**src/cops_pkg.sv**
```systemverilog
// cops_pkg: constants and carrier types for the clock output power/stop control block
// assumes: a single 20 MHz clock domain with synchronous active-low reset
package cops_pkg;

	// ----------------------------------------------------------------
	// register map
	// ----------------------------------------------------------------
	localparam logic [7:0] COPS_OFS_DRIVE_MODE   = 8'h00;
	localparam logic [7:0] COPS_OFS_ENABLE       = 8'h01;
	localparam logic [7:0] COPS_OFS_STOPPABLE    = 8'h02;
	localparam logic [7:0] COPS_OFS_REV_VENDOR   = 8'h04;
	localparam logic [7:0] COPS_OFS_PART_IDENT   = 8'h05;
	localparam logic [7:0] COPS_OFS_READBACK_CNT = 8'h06;

	// field positions in the drive-mode register
	localparam int COPS_BIT_PD_DRIVE_SELECT   = 7;
	localparam int COPS_BIT_HALT_DRIVE_SELECT = 6;

	// reset values
	localparam logic [7:0] COPS_RST_DRIVE_MODE   = 8'h07;
	localparam logic [7:0] COPS_RST_ENABLE       = 8'hff;
	localparam logic [7:0] COPS_RST_STOPPABLE    = 8'h00;
	localparam logic [7:0] COPS_RST_READBACK_CNT = 8'h07;
	localparam logic [7:0] COPS_RST_PART_IDENT   = 8'h5a; // arbitrary value
	localparam logic [3:0] COPS_REVISION_CODE    = 4'h1;  // arbitrary value
	localparam logic [3:0] COPS_MAKER_CODE       = 4'h6;  // arbitrary value

	// ----------------------------------------------------------------
	// timing
	// ----------------------------------------------------------------
	localparam int COPS_CLK_PERIOD_NS   = 50;
	localparam int COPS_LOCK_TIME_US    = 1000;
	localparam int COPS_LOCK_CYCLES     = (COPS_LOCK_TIME_US * 1000) / COPS_CLK_PERIOD_NS;
	localparam int COPS_PD_DRIVE_US     = 300;
	localparam int COPS_PD_DRIVE_CYCLES = (COPS_PD_DRIVE_US * 1000) / COPS_CLK_PERIOD_NS;
	localparam int COPS_HALT_DRIVE_NS   = 10;
	localparam int COPS_HALT_DRIVE_CYC  = (COPS_HALT_DRIVE_NS >= COPS_CLK_PERIOD_NS) ?
		COPS_HALT_DRIVE_NS / COPS_CLK_PERIOD_NS : 1;
	localparam int COPS_DEBOUNCE_EDGES  = 2;
	localparam int COPS_RESTART_MIN     = 2;
	localparam int COPS_RESTART_MAX     = 6;

	// ----------------------------------------------------------------
	// types
	// ----------------------------------------------------------------
	typedef enum logic [2:0] {
		COPS_ST_RUN      = 3'b000,
		COPS_ST_PD_PARK  = 3'b001,
		COPS_ST_PD_OFF   = 3'b010,
		COPS_ST_PD_WAKE  = 3'b011,
		COPS_ST_LOCKWAIT = 3'b100
	} cops_state_type;

	typedef struct packed {
		logic [7:0] wdata;
		logic [7:0] addr;
		logic       wr;
	} cops_regreq_type;

	typedef struct packed {
		logic true_drive;
		logic true_level;
		logic true_strong;
		logic comp_drive;
		logic comp_level;
	} cops_pin_type;

endpackage : cops_pkg

```
**src/cops_ctrl.sv**
```systemverilog
// cops_ctrl: power-down and output-halt sequencing for up to eight differential clock pairs
// assumes: pins synchronous to clk; comp_edge_rise/fall mark edges of the complementary output clock
`timescale 1ns/1ns
`default_nettype none
module cops_ctrl
	import cops_pkg::*;
#(
	parameter int n_out        = 8,
	parameter int lock_cycles  = COPS_LOCK_CYCLES,
	parameter int pd_drive_cyc = COPS_PD_DRIVE_CYCLES
) (
	input  wire logic                 clk,
	input  wire logic                 rst_n,
	input  wire logic                 power_down_n,
	input  wire logic                 output_halt_n,
	input  wire logic                 comp_edge_rise,
	input  wire logic                 comp_edge_fall,
	input  wire logic                 reg_wr,
	input  wire logic [7:0]           reg_addr,
	input  wire logic [7:0]           reg_wdata,
	output var  logic [7:0]           reg_rdata,
	output var  logic [7:0]           readback_count_bits,
	output var  logic                 pll_enable,
	output var  logic                 pll_locked,
	output var  logic [n_out-1:0]     clock_run,
	output var  logic [n_out-1:0]     clock_out_true_oe,
	output var  logic [n_out-1:0]     clock_out_true_level,
	output var  logic [n_out-1:0]     clock_out_true_strong,
	output var  logic [n_out-1:0]     clock_out_comp_oe,
	output var  logic [n_out-1:0]     clock_out_comp_level
);

	// ----------------------------------------------------------------
	// parameter checks
	// ----------------------------------------------------------------
	if (n_out < 1 || n_out > 8) begin : g_bad_n_out
		$error("cops_ctrl: n_out must be 1..8");
	end
	if (lock_cycles < 2 || lock_cycles > 65535) begin : g_bad_lock
		$error("cops_ctrl: lock_cycles out of range");
	end
	// the wake window is counted inside the lock window, so it has to be the shorter one
	if (pd_drive_cyc < 1 || pd_drive_cyc >= lock_cycles) begin : g_bad_wake
		$error("cops_ctrl: pd_drive_cyc out of range");
	end
	// the restart counter is three bits wide
	if (COPS_RESTART_MIN < 1 || COPS_RESTART_MIN > 6) begin : g_bad_restart
		$error("cops_ctrl: restart count does not fit its counter");
	end

	// ----------------------------------------------------------------
	// registers
	// ----------------------------------------------------------------
	cops_regreq_type req;
	assign req = '{wdata: reg_wdata, addr: reg_addr, wr: reg_wr};

	logic [7:0] drive_mode_r;
	logic [7:0] enable_r;
	logic [7:0] stoppable_r;
	logic [7:0] part_ident_r;
	logic [7:0] readback_cnt_r;

	function automatic logic hit(input cops_regreq_type r, input logic [7:0] ofs);
		hit = r.wr && (r.addr == ofs);
	endfunction : hit

	// one strobe per writable register; offset 0x04 has none, so it stays read-only
	wire logic wr_drive_mode = hit(req, COPS_OFS_DRIVE_MODE);
	wire logic wr_enable     = hit(req, COPS_OFS_ENABLE);
	wire logic wr_stoppable  = hit(req, COPS_OFS_STOPPABLE);
	wire logic wr_part_ident = hit(req, COPS_OFS_PART_IDENT);
	wire logic wr_readback   = hit(req, COPS_OFS_READBACK_CNT);

	always_ff @(posedge clk) begin
		if (!rst_n) begin
			drive_mode_r   <= COPS_RST_DRIVE_MODE;
			enable_r       <= COPS_RST_ENABLE;
			stoppable_r    <= COPS_RST_STOPPABLE;
			part_ident_r   <= COPS_RST_PART_IDENT;
			readback_cnt_r <= COPS_RST_READBACK_CNT;
		end else begin
			if (wr_drive_mode) drive_mode_r   <= req.wdata;
			if (wr_enable)     enable_r       <= req.wdata;
			if (wr_stoppable)  stoppable_r    <= req.wdata;
			if (wr_part_ident) part_ident_r   <= req.wdata;
			if (wr_readback)   readback_cnt_r <= req.wdata;
		end
	end

	// revision/vendor identification is wired, writes to it are ignored
	wire logic [7:0] rev_vendor = {COPS_REVISION_CODE, COPS_MAKER_CODE};

	logic [7:0] rdata_mux;
	always_comb begin
		case (reg_addr)
			COPS_OFS_DRIVE_MODE:   rdata_mux = drive_mode_r;
			COPS_OFS_ENABLE:       rdata_mux = enable_r;
			COPS_OFS_STOPPABLE:    rdata_mux = stoppable_r;
			COPS_OFS_REV_VENDOR:   rdata_mux = rev_vendor;
			COPS_OFS_PART_IDENT:   rdata_mux = part_ident_r;
			COPS_OFS_READBACK_CNT: rdata_mux = readback_cnt_r;
			default:               rdata_mux = 8'h00;
		endcase
	end

	wire logic pd_sel   = drive_mode_r[COPS_BIT_PD_DRIVE_SELECT];
	wire logic halt_sel = drive_mode_r[COPS_BIT_HALT_DRIVE_SELECT];

	// ----------------------------------------------------------------
	// pin debounce on complementary rising edges
	// ----------------------------------------------------------------
	logic pd_n_db;
	logic halt_n_db;

	cops_debounce #(
		.level_rst (1'b1),
		.edges     (COPS_DEBOUNCE_EDGES)
	) u_pd_db (
		.clk       (clk),
		.rst_n     (rst_n),
		.sample_en (comp_edge_rise),
		.level_in  (power_down_n),
		.level_out (pd_n_db)
	);

	cops_debounce #(
		.level_rst (1'b1),
		.edges     (COPS_DEBOUNCE_EDGES)
	) u_halt_db (
		.clk       (clk),
		.rst_n     (rst_n),
		.sample_en (comp_edge_rise),
		.level_in  (output_halt_n),
		.level_out (halt_n_db)
	);

	// ----------------------------------------------------------------
	// power-down sequencer
	// ----------------------------------------------------------------
	cops_state_type state_r;
	cops_state_type state_nxt;
	logic [15:0]    wait_r;
	logic [15:0]    wait_nxt;

	// the wake side reads the raw pin: release is not debounced, entry is
	always_comb begin
		state_nxt = state_r;
		wait_nxt  = wait_r;
		case (state_r)
			COPS_ST_RUN: begin
				if (!pd_n_db) state_nxt = COPS_ST_PD_PARK;
			end
			COPS_ST_PD_PARK: begin
				if (comp_edge_fall) state_nxt = COPS_ST_PD_OFF;
			end
			COPS_ST_PD_OFF: begin
				if (power_down_n) begin
					state_nxt = COPS_ST_PD_WAKE;
					wait_nxt  = 16'h0000;
				end
			end
			COPS_ST_PD_WAKE: begin
				wait_nxt = wait_r + 16'h0001;
				if (wait_r == 16'(pd_drive_cyc - 1)) state_nxt = COPS_ST_LOCKWAIT;
			end
			COPS_ST_LOCKWAIT: begin
				wait_nxt = wait_r + 16'h0001;
				if (wait_r == 16'(lock_cycles - 1)) state_nxt = COPS_ST_RUN;
			end
			default: state_nxt = COPS_ST_RUN;
		endcase
	end

	always_ff @(posedge clk) begin
		if (!rst_n) begin
			state_r <= COPS_ST_RUN;
			wait_r  <= 16'h0000;
		end else begin
			state_r <= state_nxt;
			wait_r  <= wait_nxt;
		end
	end

	wire logic in_run    = (state_r == COPS_ST_RUN);
	wire logic in_park   = (state_r == COPS_ST_PD_PARK);
	wire logic in_off    = (state_r == COPS_ST_PD_OFF);
	wire logic pd_waking = (state_r == COPS_ST_PD_WAKE);
	wire logic parked_pd = in_off || pd_waking;
	// pll stays on until outputs are parked, and restarts on wake
	wire logic pll_on    = !in_off;
	// still locked while the park waits for its falling edge, so the outputs keep running until then
	wire logic locked    = in_run || in_park;

	// ----------------------------------------------------------------
	// halt / restart
	// ----------------------------------------------------------------
	logic [n_out-1:0] halted_r;
	logic [2:0]       restart_r;
	logic             restart_pend_r;

	wire logic [n_out-1:0] halt_mask = stoppable_r[n_out-1:0] & enable_r[n_out-1:0];
	wire logic             halt_set  = !halt_n_db && comp_edge_fall;
	// restart on the third falling edge after arming: only then have two full periods passed
	// since the release was recognised, which the second edge would not guarantee
	wire logic restart_go = restart_pend_r && comp_edge_fall &&
		(restart_r == 3'(COPS_RESTART_MIN));

	always_ff @(posedge clk) begin
		if (!rst_n) begin
			halted_r       <= '0;
			restart_r      <= 3'h0;
			restart_pend_r <= 1'b0;
		end else begin
			if (!halt_n_db) begin
				restart_pend_r <= 1'b0;
				restart_r      <= 3'h0;
				// stop after the next falling edge of the complementary output
				if (halt_set)
					halted_r <= halted_r | halt_mask;
			end else if (|halted_r && !restart_pend_r) begin
				restart_pend_r <= 1'b1;
			end else if (restart_pend_r && comp_edge_fall) begin
				restart_r <= restart_r + 3'h1;
				if (restart_go) begin
					halted_r       <= '0;
					restart_pend_r <= 1'b0;
				end
			end
		end
	end

	// ----------------------------------------------------------------
	// pin state per output pair
	// ----------------------------------------------------------------
	// a halted pair in floating mode is driven high again as soon as restart is armed
	wire logic halt_rel_drive = restart_pend_r;

	// pin patterns of one pair; a floated pin rests at the level its termination gives it
	localparam cops_pin_type PIN_RUN    = '{true_drive: 1'b1, true_level: 1'b0, true_strong: 1'b0,
		comp_drive: 1'b1, comp_level: 1'b1};
	localparam cops_pin_type PIN_FLOAT  = '{true_drive: 1'b0, true_level: 1'b0, true_strong: 1'b0,
		comp_drive: 1'b0, comp_level: 1'b0};
	localparam cops_pin_type PIN_HIGH   = '{true_drive: 1'b1, true_level: 1'b1, true_strong: 1'b0,
		comp_drive: 1'b0, comp_level: 1'b0};
	localparam cops_pin_type PIN_STRONG = '{true_drive: 1'b1, true_level: 1'b1, true_strong: 1'b1,
		comp_drive: 1'b0, comp_level: 1'b0};

	function automatic cops_pin_type pair_state(
		input logic en, input logic pd, input logic pd_s,
		input logic hlt, input logic hlt_s, input logic rel_drv, input logic pd_wake);
		cops_pin_type p;
		p = PIN_RUN;
		if (!en) begin
			p = PIN_FLOAT;
		end else if (pd && !(pd_s && pd_wake)) begin
			if (!pd_s)
				p = PIN_HIGH;
			else
				p = PIN_FLOAT;
		end else if (pd) begin
			p = PIN_HIGH;
		end else if (hlt && !(hlt_s && rel_drv)) begin
			if (!hlt_s)
				p = PIN_STRONG;
			else
				p = PIN_FLOAT;
		end else if (hlt) begin
			p = PIN_HIGH;
		end
		pair_state = p;
	endfunction : pair_state

	cops_pin_type     pin_nxt [n_out];
	wire logic [n_out-1:0] run_nxt;

	// ----------------------------------------------------------------
	// per-pair output registers
	// ----------------------------------------------------------------
	genvar g;
	generate
		for (g = 0; g < n_out; g++) begin : g_pair
			assign pin_nxt[g] = pair_state(enable_r[g], parked_pd, pd_sel,
				halted_r[g], halt_sel, halt_rel_drive, pd_waking);
			assign run_nxt[g] = enable_r[g] && !parked_pd && !halted_r[g] && locked;
			always_ff @(posedge clk) begin
				if (!rst_n) begin
					clock_out_true_oe[g]     <= 1'b0;
					clock_out_true_level[g]  <= 1'b0;
					clock_out_true_strong[g] <= 1'b0;
					clock_out_comp_oe[g]     <= 1'b0;
					clock_out_comp_level[g]  <= 1'b0;
					clock_run[g]             <= 1'b0;
				end else begin
					clock_out_true_oe[g]     <= pin_nxt[g].true_drive;
					clock_out_true_level[g]  <= pin_nxt[g].true_level;
					clock_out_true_strong[g] <= pin_nxt[g].true_strong;
					clock_out_comp_oe[g]     <= pin_nxt[g].comp_drive;
					clock_out_comp_level[g]  <= pin_nxt[g].comp_level;
					clock_run[g]             <= run_nxt[g];
				end
			end
		end
	endgenerate

	// ----------------------------------------------------------------
	// registered outputs
	// ----------------------------------------------------------------
	always_ff @(posedge clk) begin
		if (!rst_n) begin
			reg_rdata           <= 8'h00;
			readback_count_bits <= COPS_RST_READBACK_CNT;
			pll_enable          <= 1'b0;
			pll_locked          <= 1'b0;
		end else begin
			reg_rdata           <= rdata_mux;
			readback_count_bits <= readback_cnt_r;
			pll_enable          <= pll_on;
			pll_locked          <= locked;
		end
	end

endmodule : cops_ctrl
`default_nettype wire

```
**src/cops_debounce.sv**
```systemverilog
// cops_debounce: accepts a new level after it holds on a set number of sampling edges
// assumes: sample_en marks one rising edge of the complementary output clock
`timescale 1ns/1ns
`default_nettype none
module cops_debounce
	import cops_pkg::*;
#(
	parameter logic level_rst = 1'b1,
	parameter int   edges     = COPS_DEBOUNCE_EDGES
) (
	input  wire logic clk,
	input  wire logic rst_n,
	input  wire logic sample_en,
	input  wire logic level_in,
	output var  logic level_out
);

	// ----------------------------------------------------------------
	// hold counter
	// ----------------------------------------------------------------
	logic [3:0] hold_r;
	logic       level_r;
	wire  logic differs = (level_in != level_r);
	wire  logic accept  = sample_en && differs && (hold_r == 4'(edges - 1));

	if (edges < 1 || edges > 15) begin : g_bad_edges
		$error("cops_debounce: edges out of range");
	end

	always_ff @(posedge clk) begin
		if (!rst_n) begin
			hold_r  <= 4'h0;
			level_r <= level_rst;
		end else if (sample_en) begin
			hold_r  <= (differs && !accept) ? hold_r + 4'h1 : 4'h0;
			level_r <= accept ? level_in : level_r;
		end
	end

	assign level_out = level_r;

endmodule : cops_debounce
`default_nettype wire

```
**config.mk**
```make
export PLATFORM = sky130hd
export DESIGN_NAME = cops_ctrl
export DESIGN_NICKNAME = d
export VERILOG_FILES = /design/src/cops_pkg.sv /design/src/cops_ctrl.sv /design/src/cops_debounce.sv
export SDC_FILE = /design/constraint.sdc
export NUM_CORES = 1
export LEC_CHECK = 0
export ABC_AREA = 1
export BUFFER_PORTS_ARGS = -buffer_cell sky130_fd_sc_hd__buf_4
export CORE_UTILIZATION = 55
export DETAILED_ROUTE_END_ITERATION = 10
export PLACE_DENSITY = 0.9
export SLEW_MARGIN = 25
export SYNTH_ARGS = -nofsm -noshare
export SYNTH_HDL_FRONTEND = slang
export SYNTH_SLANG_ARGS = --single-unit
```
**constraint.sdc**
```tcl
create_clock -name clk -period 2.63 [get_ports clk]
set_input_delay 0.526 -clock clk [delete_from_list [all_inputs] [get_ports clk]]
set_output_delay 0.526 -clock clk [all_outputs]
set_load 0.01 [all_outputs]
```
# Word-level counts from Yosys, hierarchy flattened
# Cells that the tools add are included.
# totals
register_bits,147
latch_bits,0
ramBits,0
rom_bits,0
inputBits,23
out_inout_bits,66
elab_cells,242
mem_count,0
# classes
n_addsub,4
mul,0
div,0
magnitude_cmp,0
eq_ne,24
n_shift,0
muxes,53
bitwise_logic,3
reduce_logical,92
# op_table
operator,n
5-bit two-way mux,26
1-bit logical AND,50
8-bit one-hot mux with 6 select lines,1
4-bit two-way mux,10
8-bit two-way mux,5
16-bit one-hot mux with 2 select lines,1
2-bit AND reduction,14
8-bit by 3-bit == test with 1-bit output (second input constant),3
16-bit by 1-bit adder with 16-bit output (second input constant),1
16-bit by 13-bit == test with 1-bit output (second input constant),1
16-bit by 15-bit == test with 1-bit output (second input constant),1
1-bit logical NOT,16
16-bit two-way mux,1
3-bit two-way mux,5
3-bit one-hot mux with 5 select lines,1
2-bit != test (second input constant),7
3-bit by 2-bit == test with 1-bit output (second input constant),3
4-bit by 1-bit adder with 4-bit output (second input constant),2
8-bit AND,1
4-bit by 1-bit == test with 1-bit output (second input constant),2
8-bit by 1-bit == test with 1-bit output (second input constant),1
8-bit by 2-bit == test with 1-bit output (second input constant),1
8-bit logical NOT,1
8-bit bitwise OR,1
14 further kinds,21

# Logic depth before layout (Yosys ltp)
# Gate-level depths: netlist of the first run.
# depth
ltp_word,6
depth_mapped,11
mapped_depth_nobuf,11

# Cells and area by module
# Synthesis of the first run repeated with hierarchy kept, for this count alone.
# hier_totals
hier_cells,763
area_unflattened_um2,5761.8
# modules_own_cells
module,instances,cells_per_inst,area_each_um2,seq_area_each_um2
cops_ctrl,1,689,5233.8,2582.5
cops_debounce,2,37,264.0,100.1

# Worst setup path after synthesis of the first run
# OpenSTA, ideal clock, no wires.
# synth_path
path_type,input -> register
startpoint,input port reg_addr[3]
endpoint,register drive_mode_r[7]
setup_time_ns,0.121
arrival_time_ns,1.418
required_time_ns,2.509
setup_slack_ns,1.091
stages,7
n_path_buf,0
path_cell_list,or2_4 -> nor2_1 -> nand2_1 -> nor2_4 -> inv_1 -> o21ai_0 -> a21oi_1
# synth_between
elab_chain_len,2
# synth_lines
element,line_no,text
"start, declared",cops_ctrl.sv:19,"input wire logic [7:0] reg_addr,"
8-bit logical NOT,cops_ctrl.sv:64,hit = r.wr && (r.addr == ofs);
1-bit logical AND,cops_ctrl.sv:64,
"end signal, assigned",cops_ctrl.sv:82,if (wr_drive_mode) drive_mode_r <= req.wdata;
"end, declared",cops_ctrl.sv:57,logic [7:0] drive_mode_r;
# No other way between the ends.
# A chain may end at the register's enable or synchronous reset.

# Worst setup path in the final report of the first run
# layout_path
startpoint,register state_r[0]
endpoint,register clock_out_true_strong[6]
# layout_between
elab_chain_len,5
elab_cells_between_ends,8
cone_classes,2 x eq/ne; 2 x mux; 4 x reduce/logical
# layout_lines
element,line_no,text
"start, declared",cops_ctrl.sv:140,cops_state_type state_r;
"start signal, assigned",cops_ctrl.sv:179,state_r <= state_nxt;
3-bit by 2-bit == test with 1-bit output,cops_ctrl.sv:187,wire logic pd_waking = (state_r == COPS_ST_PD_WAKE);
1-bit logical AND,cops_ctrl.sv:255,end else if (pd && !(pd_s && pd_wake)) begin
1-bit logical NOT,cops_ctrl.sv:255,
1-bit logical AND,cops_ctrl.sv:255,
5-bit two-way mux (*),cops_ctrl.sv:255,
"end signal, assigned by index",cops_ctrl.sv:296,clock_out_true_strong[g] <= pin_nxt[g].true_strong;
"end, declared",cops_ctrl.sv:28,"output var logic [n_out-1:0] clock_out_true_strong,"
# Mark *: on every way between the ends. The rest lies on a longest branch, timed or not.

==> results of run 1 <==
power by group through the flow:
stage,clock network (mW),registers [mW],logic [mW]
after floorplan,0,2.42,0.509
after detailed placement,0,2.37,0.841
after CTS,2.26,2.33,0.858
final,2.26,2.33,0.862
after global placement,0,2.37,0.822
after global routing,2.36,2.34,0.936
metal layers:
layer | GRT usage, % | vias up
met5 | 0 | -
met4 | 11.1 | 0
met3 | 5.48 | 41
met2 | 42.9 | 277
met1 | 34.9 | 2368
li1 | - | 2576
tightest hold or removal path: stages:
cell     delay, ps
buf_4           80
o21ai_0         80
nor2_1          80
cell usage after synthesis:
| cell | number | area share (%) |
|---|---|---|
| buf_1 | 3 | 0.20 |
| nand4_1 | 6 | 0.66 |
| buf_2 | 10 | 0.88 |
| nor2_4 | 4 | 0.79 |
| o21ai_0 | 28 | 2.5 |
| nand2_1 | 162 | 11 |
| o211ai_1 | 21 | 2.8 |
| buf_6 | 2 | 0.40 |
| nand3b_1 | 1 | 0.13 |
| buf_4 | 9 | 1.2 |
| or2_2 | 3 | 0.33 |
| a21oi_1 | 54 | 4.7 |
| ha_1 | 7 | 1.5 |
| inv_1 | 77 | 5.1 |
| nor3_2 | 8 | 1.4 |
| nand3_4 | 2 | 0.62 |
| clkbuf_1 | 7 | 0.46 |
| o22ai_1 | 1 | 0.11 |
| o21ai_1 | 1 | 0.088 |
| a211oi_1 | 4 | 0.53 |
| a41oi_1 | 1 | 0.15 |
| or2_1 | 1 | 0.11 |
| nor2_2 | 3 | 0.33 |
| xnor2_1 | 1 | 0.15 |
| nor4_1 | 1 | 0.11 |
| nor3_1 | 45 | 4.0 |
| a22oi_1 | 1 | 0.13 |
| xor2_1 | 3 | 0.46 |
| dfxtp_1 | 139 | 49 |
| inv_2 | 3 | 0.20 |
| nand2_4 | 3 | 0.59 |
| o21bai_1 | 1 | 0.13 |
| nor2_1 | 70 | 4.6 |
| o2111ai_1 | 1 | 0.15 |
| clkinv_1 | 2 | 0.13 |
| or2_4 | 1 | 0.15 |
| nand2_2 | 1 | 0.11 |
| nand3_1 | 52 | 4.6 |
kinds of logic (layout without fill, tap and decap cells):
kind of cell | after synthesis | in the layout | share of synthesized area (%)
simple gates | 363 | 363 | 29.2
xor+xnor | 4 | 4 | 0.615
buf+inv | 113 | 206 | 8.53
compound gates | 113 | 113 | 11.3
fa+ha+maj | 7 | 7 | 1.54
flops | 139 | 139 | 48.9
layout by cell type (no fill, tap or decap), types with 8 or more instances in the layout:
cell type	count
nor3_2	8
o211ai_1	21
nand2_1	162
clkbuf_16	16
o21ai_0	28
dfxtp_1	139
inv_1	77
nor3_1	45
nand3_1	52
nor2_1	70
a21oi_1	54
buf_4	92
area by class of cell:
type / count / area (um^2)
inverters: 82 / 308
clock buffers: 17 / 414
well taps: 133 / 166
flip-flops and latches: 139 / 2780
clock inverters: 15 / 144
repair buffers: 92 / 691
multi-input cells: 487 / 2420
fillers: 715 / 2980
worst min path at each step:
stage,from,end,cells after the start
finish,reg_wdata[1],stoppable_r[1],3
CTS,reg_wdata[1],stoppable_r[1],3
detailed placement,readback_cnt_r[5],readback_count_bits[5],2
floorplan,readback_cnt_r[3],readback_count_bits[3],2
global placement,readback_cnt_r[4],readback_count_bits[4],2
global route,reg_wdata[1],stoppable_r[1],3
==> impl_metrics.ini, run 1 <==
[timing]
whs_ps = 276
drv_slew = 0
period_share_pct = 65.5
fin_crit_ps = 1720
layout_setup_ws_ps = 908
max_clock_freq_ghz = 0.581
rsz0062_at_grt = false
tns_ps = 0
worstMarginPinSlew_ps = 692
worst_clock_skew_ps = 7.78
setup_viol = 0
finalHoldViolCount = 0
relSlewSlack_pct = 53.8

[cts]
cts.path.max_buffers = 2
cts_tree = built
htreeDepth = 4
root_buffer = clkbuf_8
cts_repair_resize_count = 0
clkLatencyLatePin_ps = 530
cts.clk_slew.worst_paths_ps = 70
hold_buffers = 0
numCtsBuffers = 17
post-cts-setup-buffer-count = 0
cts.sink_count = 139

[drt]
met3_length_mm = 1.13
via_per_inst = 5.45
wl_met2_mm = 6.40
drt-initial-drc-count = 578
top_layer = met4
drc = 0
route.vias.total = 5262
antenna_left = 0
wl_met1_mm = 6.05
wirelength_mm = 13.9
dr.pass1.iters = 7
wl_per_cell_um = 14.4

[yosys]
ys_types = 38
syn-cell-area_mm2 = 0.00569
synth.ff_latch_count = 139
syn_inst = 739
ys_seq_area_share_pct = 48.9
syn_nets = 769
postSynthAreaPerCell_um2 = 7.70
synth_warnings = 0

[cells_and_area]
n_antenna_cell = 0
fin_cells = 965
final_area_mm2 = 0.00693
syn_to_final_growth_pct = 21.7
postLayoutCoreUtil_pct = 69.9
largest_register = wait_r
layout-drive-gt1-share_pct = 18.3
fin_nets = 849
largest_reg_flops = 16

[power]
combPwrFrac_pct = 15.8
p_seq_share_pct = 42.7
ir_drop_mv = 0.435
finalPower_mw = 5.45
clockPowerShare_pct = 41.5
p_sw_share_pct = 30.2
powerDensity_mw_per_mm2 = 786
p_leak_nw = 3.08
p_sw_mw = 1.65
intPower_mw = 3.80

[worst_setup_path]
ff2ff_path_depth = 5
rrSetupSlack_ps = 910
critPathCaptureType = flop
cpPeakStageDelay_ps = 490
crit_arrival_ps = 2170
crit_required_ps = 3080
critPathLaunchType = flop
critPathSlowestCell = dfxtp_1
worstPathMaxFanout = 25
timing.rr.end = clock_out_true_strong[6]
crit_chain = nor2_2 > nand2_4 > nand2_2 > or2_1 > nor3_2
cp_top_family = simple AND/OR/NAND/NOR gates
startpoint = state_r[0]
reg2reg_from = state_r[0]
critPathKind = reg -> reg
crit_end = clock_out_true_strong[6]
crit_buf_inv = 0
path_depth = 5

[floorplan]
die_area_mm2 = 0.0108
io_pins = 89
die_w_um = 104
row_count = 36
start_util_pct = 57.4
die_h_um = 104
core_area_mm2 = 0.00991

[placement]
dp_cells = 933
pre_cts_ws_ps = 616
io_buffers = 88
gp_congestion = 0.875
hpwl_mm = 9.11
place_area_mm2 = 0.00637

[global_route]
grt_pass1_wl_mm = 23.3
grt_pass1_vias = 4959
grt_max_degree = 57
antenna_found_initial = 0
grt_usage_pct = 26.6
overflow = 0

[hold_path]
worstHoldPathType = in -> reg

[outcome]
status = completed

[flow_run]
drv_cap = 0
No activity file was read; power rests on OpenSTA's default activity.
==> inputs of run 2 (changes only) <==
clock period = 1.7 ns   (was 2.63 ns; I/O delays follow)
==> run 2 against run 1 <==
Net effect:
- cell area is 2.3% higher
- critical path type unchanged
- cell count rose by 0.73%
- highest routed layer unchanged
- critical endpoint is now state_r[1]
- total power rose by 63%
==> impl_metrics.ini, run 2 (synthesis gave the netlist of run 1 again) <==
[timing]
rsz0062_at_grt = false
max_clock_freq_ghz = 0.662
worst_clock_skew_ps = 8.24
drv_slew = 0
tns_ps = 0
worstMarginPinSlew_ps = 539
relSlewSlack_pct = 64.0
fin_crit_ps = 1510
period_share_pct = 88.8
setup_viol = 0
finalHoldViolCount = 0

[cts]
post-cts-setup-buffer-count = 0
clkLatencyLatePin_ps = 530
cts.sink_count = 139
numCtsBuffers = 17
root_buffer = clkbuf_8
cts.path.max_buffers = 2
cts.clk_slew.worst_paths_ps = 70
cts_tree = built
htreeDepth = 4

[floorplan]
die_h_um = 104
io_pins = 89
die_area_mm2 = 0.0108
start_util_pct = 57.4
die_w_um = 104
core_area_mm2 = 0.00991
row_count = 36

[worst_setup_path]
crit_buf_inv = 1
timing.rr.end = state_r[1]
critPathCaptureType = flop
cpPeakStageDelay_ps = 350
reg2reg_from = wait_r[0]
critPathSlowestCell = dfxtp_2
crit_top_cell = nand2_1
critPathLaunchType = flop
crit_chain = ha_1 > nand2_1 > inv_1 > nand2_1 > nor2_1 > nand2_1 > nand2_1 > nand3_1 > nor2_1 > nor2_1
crit_required_ps = 2120
rrSetupSlack_ps = 190
worstPathMaxFanout = 4
ff2ff_path_depth = 10
cp_top_family = simple AND/OR/NAND/NOR gates
critPathKind = reg -> reg
crit_arrival_ps = 1930
path_depth = 10

[cells_and_area]
fin_cells = 972
layout_commonest_cell = nand2_1
layout_common_cells = nand2_1 (162), dfxtp_1 (138), buf_4 (97), inv_1 (77), nor2_1 (69)
fin_nets = 856
layout-drive-gt1-share_pct = 19.2
syn_to_final_growth_pct = 24.5
n_antenna_cell = 0
postLayoutCoreUtil_pct = 71.6
largest_register = wait_r
largest_reg_flops = 16

[placement]
dp_cells = 940
hpwl_mm = 9.09
io_buffers = 88
gp_congestion = 0.899

[power]
p_leak_nw = 3.16
ir_drop_mv = 0.807
combPwrFrac_pct = 15.3
intPower_mw = 6.34
finalPower_mw = 8.88
powerDensity_mw_per_mm2 = 1250
clockPowerShare_pct = 44.2
p_sw_share_pct = 28.6
p_seq_share_pct = 40.5
p_sw_mw = 2.54

[drt]
dr.pass1.iters = 5
drc = 0
route.vias.total = 5273
wl_per_cell_um = 14.5
via_per_inst = 5.42
drt-initial-drc-count = 436
antenna_left = 0
wirelength_mm = 14.1

[global_route]
grt_pass1_wl_mm = 22.9
grt_usage_pct = 26.7
antenna_found_initial = 0
grt_pass1_vias = 4785
grt_max_degree = 69
overflow = 0

[flow_run]
drv_cap = 0

[hold_path]
min_from = reg_wdata[4]
whs_endpoint = stoppable_r[4]
worstHoldPathType = in -> reg
min_path_cells = 3

[outcome]
status = completed
run 2: cell count changes in the layout (fill, tap and decap cells not counted), sizes merged:
cell	previous run	this run
buf	92	99
bufinv	0	3
clkinv	4	5
clkinvlp	1	0
inv	92	89
run 2: cell type report:
class,count,area [um^2]
clock buffer,17,414
clock inverter,15,223
fill,712,2820
inverter,82,308
multi-input combinational,487,2430
sequential,139,2780
tap,133,166
timing repair buffer,99,768
run 2: tightest hold or removal path: cells and delay by family:
| family | cells | cell delay [ps] |
|---|---|---|
| AOI/OAI and AO/OA | 1 | 70 |
| buffers and inverters | 1 | 90 |
| and+or+nand+nor | 1 | 80 |
run 2: power groups by stage:
stage          Clock [mW]  Sequential, mW  Combinational (mW)
5_1_grt              4.09            3.62                1.48
3_5_place_dp            0            3.67                1.33
2_1_floorplan           0            3.74               0.787
4_1_cts              3.93            3.60                1.36
3_3_place_gp            0            3.66                1.30
6_report             3.92            3.60                1.36
run 2: how the worst max path moves through the flow:
stage	to	from	slack, ps
after floorplan	drive_mode_r[7]	reg_addr[3]	350
after global placement	stoppable_r[2]	reg_addr[3]	40
after detailed placement	stoppable_r[2]	reg_addr[3]	60
after CTS	state_r[1]	wait_r[0]	150
after global routing	state_r[1]	wait_r[0]	40
final	state_r[1]	wait_r[0]	190
run 2: what timing repair did:
item	in CTS	in global routing
endpoints found under the setup margin	0	2
resized for setup	0	2
hold buffers	0	0
run 2: metal layers:
metal / vias to the layer above / GRT usage, % / share of wire, %
met5: - / 0 / 0
met3: 45 / 5.79 / 8.1
li1: 2584 / - / -
met4: 0 / 11.6 / 2.7
met2: 270 / 42.6 / 47
met1: 2374 / 34.8 / 42
run 2: stage by stage:
step / instance area (um^2) / worst slack (ps) / hold WS [ps]
floorplan: 5690 / 347 / 418
global placement: 6450 / 37.0 / 436
detailed placement: 6450 / 58.6 / 436
CTS: 7090 / 155 / 70.9
global route: 7090 / 41.5 / 100
finish: 7090 / 190 / 79.3
==> inputs of run 3 (changes only) <==
REMOVE_ABC_BUFFERS = 1   (was unset)
==> run 3 against run 2 <==
Net effect:
- maximum frequency shrank 5.1%
- cell count grew 0.10%
- sequential share of layout area grew 0.28 points
- combinational power is essentially flat
- hold slack gained 20 ps
- die area is the same
- register-to-register slack lost 80 ps
- clock power shrank 8.7%
- critical path type unchanged
- critical endpoint is now wait_r[14]
- largest cell class unchanged
==> impl_metrics.ini, run 3 (synthesis gave the netlist of run 1 again) <==
[cells_and_area]
syn_to_final_growth_pct = 23.6
layout_common_cells = nand2_1 (162), dfxtp_1 (139), buf_4 (99), inv_1 (77), nor2_1 (69)
fin_nets = 857
layout_commonest_cell = nand2_1
n_antenna_cell = 0
largest_reg_flops = 16
layout-drive-gt1-share_pct = 19.2
largest_register = wait_r

[outcome]
status = completed

[timing]
finalHoldViolCount = 0
drv_slew = 0
worstMarginPinSlew_ps = 638
worst_clock_skew_ps = 11.3
fin_crit_ps = 1590
tns_ps = 0
setup_viol = 0
period_share_pct = 93.6
max_clock_freq_ghz = 0.628
relSlewSlack_pct = 57.2
rsz0062_at_grt = false

[cts]
cts.path.max_buffers = 2
root_buffer = clkbuf_8
cts_repair_resize_count = 0
hold_buffers = 0
cts.sink_count = 139
clkLatencyLatePin_ps = 530
cts.clk_slew.worst_paths_ps = 70
cts_tree = built
numCtsBuffers = 17
post-cts-setup-buffer-count = 0
htreeDepth = 4

[drt]
dr.pass1.iters = 5
wirelength_mm = 14.0
via_per_inst = 5.46
antenna_left = 0
drc = 0
drt-initial-drc-count = 462
wl_per_cell_um = 14.4
route.vias.total = 5316

[power]
ir_drop_mv = 0.757
powerDensity_mw_per_mm2 = 1220
finalPower_mw = 8.55
p_leak_nw = 3.12

[worst_setup_path]
critPathSlowestCell = dfxtp_1
critPathLaunchType = flop
crit_arrival_ps = 2020
crit_top_cell = nand2_1
critPathCaptureType = flop
crit_required_ps = 2130
critPathKind = reg -> reg
worstPathMaxFanout = 4
cpPeakStageDelay_ps = 370
crit_chain = ha_1 > nand2_1 > inv_1 > nand2_1 > nor2_2 > nand2_1 > nor2_1 > nand3_1 > nand2_1 > a21oi_1

[global_route]
grt_max_degree = 26
overflow = 0
grt_pass1_wl_mm = 23.8
antenna_found_initial = 0
grt_pass1_vias = 5089
grt_usage_pct = 27.3

[floorplan]
die_area_mm2 = 0.0108
die_w_um = 104
io_pins = 89
core_area_mm2 = 0.00991
start_util_pct = 57.4
die_h_um = 104
row_count = 36

[placement]
hpwl_mm = 9.20
gp_congestion = 0.865
io_buffers = 88

[flow_run]
drv_cap = 0

[hold_path]
worstHoldPathType = in -> reg
==> run 3: changes by cell type in the layout (fill, tap and decap cells not counted) <==
cell and delta:
clkinv_8 +1, inv_8 +5, dfxtp_1 +1, buf_12 -1, dfxtp_2 -1, clkinvlp_4 +3
buf_4 +2, bufinv_16 -3, inv_6 -6
==> run 3: per-layer routing <==
metal | vias to the layer above | routed length, um | track usage [%]
li1 | 2590 | - | -
met1 | 2441 | 6050 | 34.6
met2 | 248 | 6600 | 44.0
met3 | 37 | 1070 | 7.24
met4 | 0 | 334 | 11.5
met5 | - | 0 | 0
==> run 3: cell type report <==
cell class                      count  area (um^2)
Timing Repair Buffer              100          763
Multi-Input combinational cell    487         2430
Clock buffer                       17          414
Sequential cell                   139         2780
Tap cell                          133          166
Fill cell                         749         2870
Inverter                           82          308
Clock inverter                     15          175
==> run 3: worst paths after layout <==
| kind | from | cells past startpoint | to | slack, ps |
|---|---|---|---|---|
| max | wait_r[0] | 10 | wait_r[14] | 110 |
| min | reg_wdata[7] | 3 | readback_cnt_r[7] | 100 |
| max reg2reg | wait_r[0] | 10 | wait_r[14] | 110 |
| min reg2reg | readback_cnt_r[5] | 2 | readback_count_bits[5] | 450 |
==> run 3: power breakdown <==
group | total [mW] | internal, mW | switching (mW) | leakage (nW)
clock | 3.58 | 1.91 | 1.67 | 0.279
sequential | 3.60 | 3.47 | 0.126 | 1.13
combinational | 1.37 | 0.546 | 0.829 | 1.71
total | 8.55 | 5.93 | 2.63 | 3.12
==> run 3: worst max-delay path: cells and delay by family, from the launching register on <==
| kind | cells | cell delay, ps |
|---|---|---|
| AND/OR/NAND/NOR | 7 | 820 |
| buffers and inverters | 1 | 80 |
| AO/OA/AOI/OAI | 1 | 30 |
| flip-flops | 1 | 370 |
| adder cells (fa/ha/maj) | 1 | 180 |
==> run 3: through the flow <==
stage | cells | util [%] | worst slack (ps) | hold WS [ps] | cell area (um^2)
3_5_place_dp | 941 | 65.0 | 102 | 437 | 6440
2_1_floorplan | 708 | - | -26.9 | 418 | 5520
6_report | 973 | 71.0 | 109 | 99.3 | 7040
3_3_place_gp | 941 | 65.0 | 156 | 435 | 6440
5_1_grt | 973 | 71.0 | 1.48 | 106 | 7040
4_1_cts | 973 | 71.0 | 87.6 | 93.1 | 7030
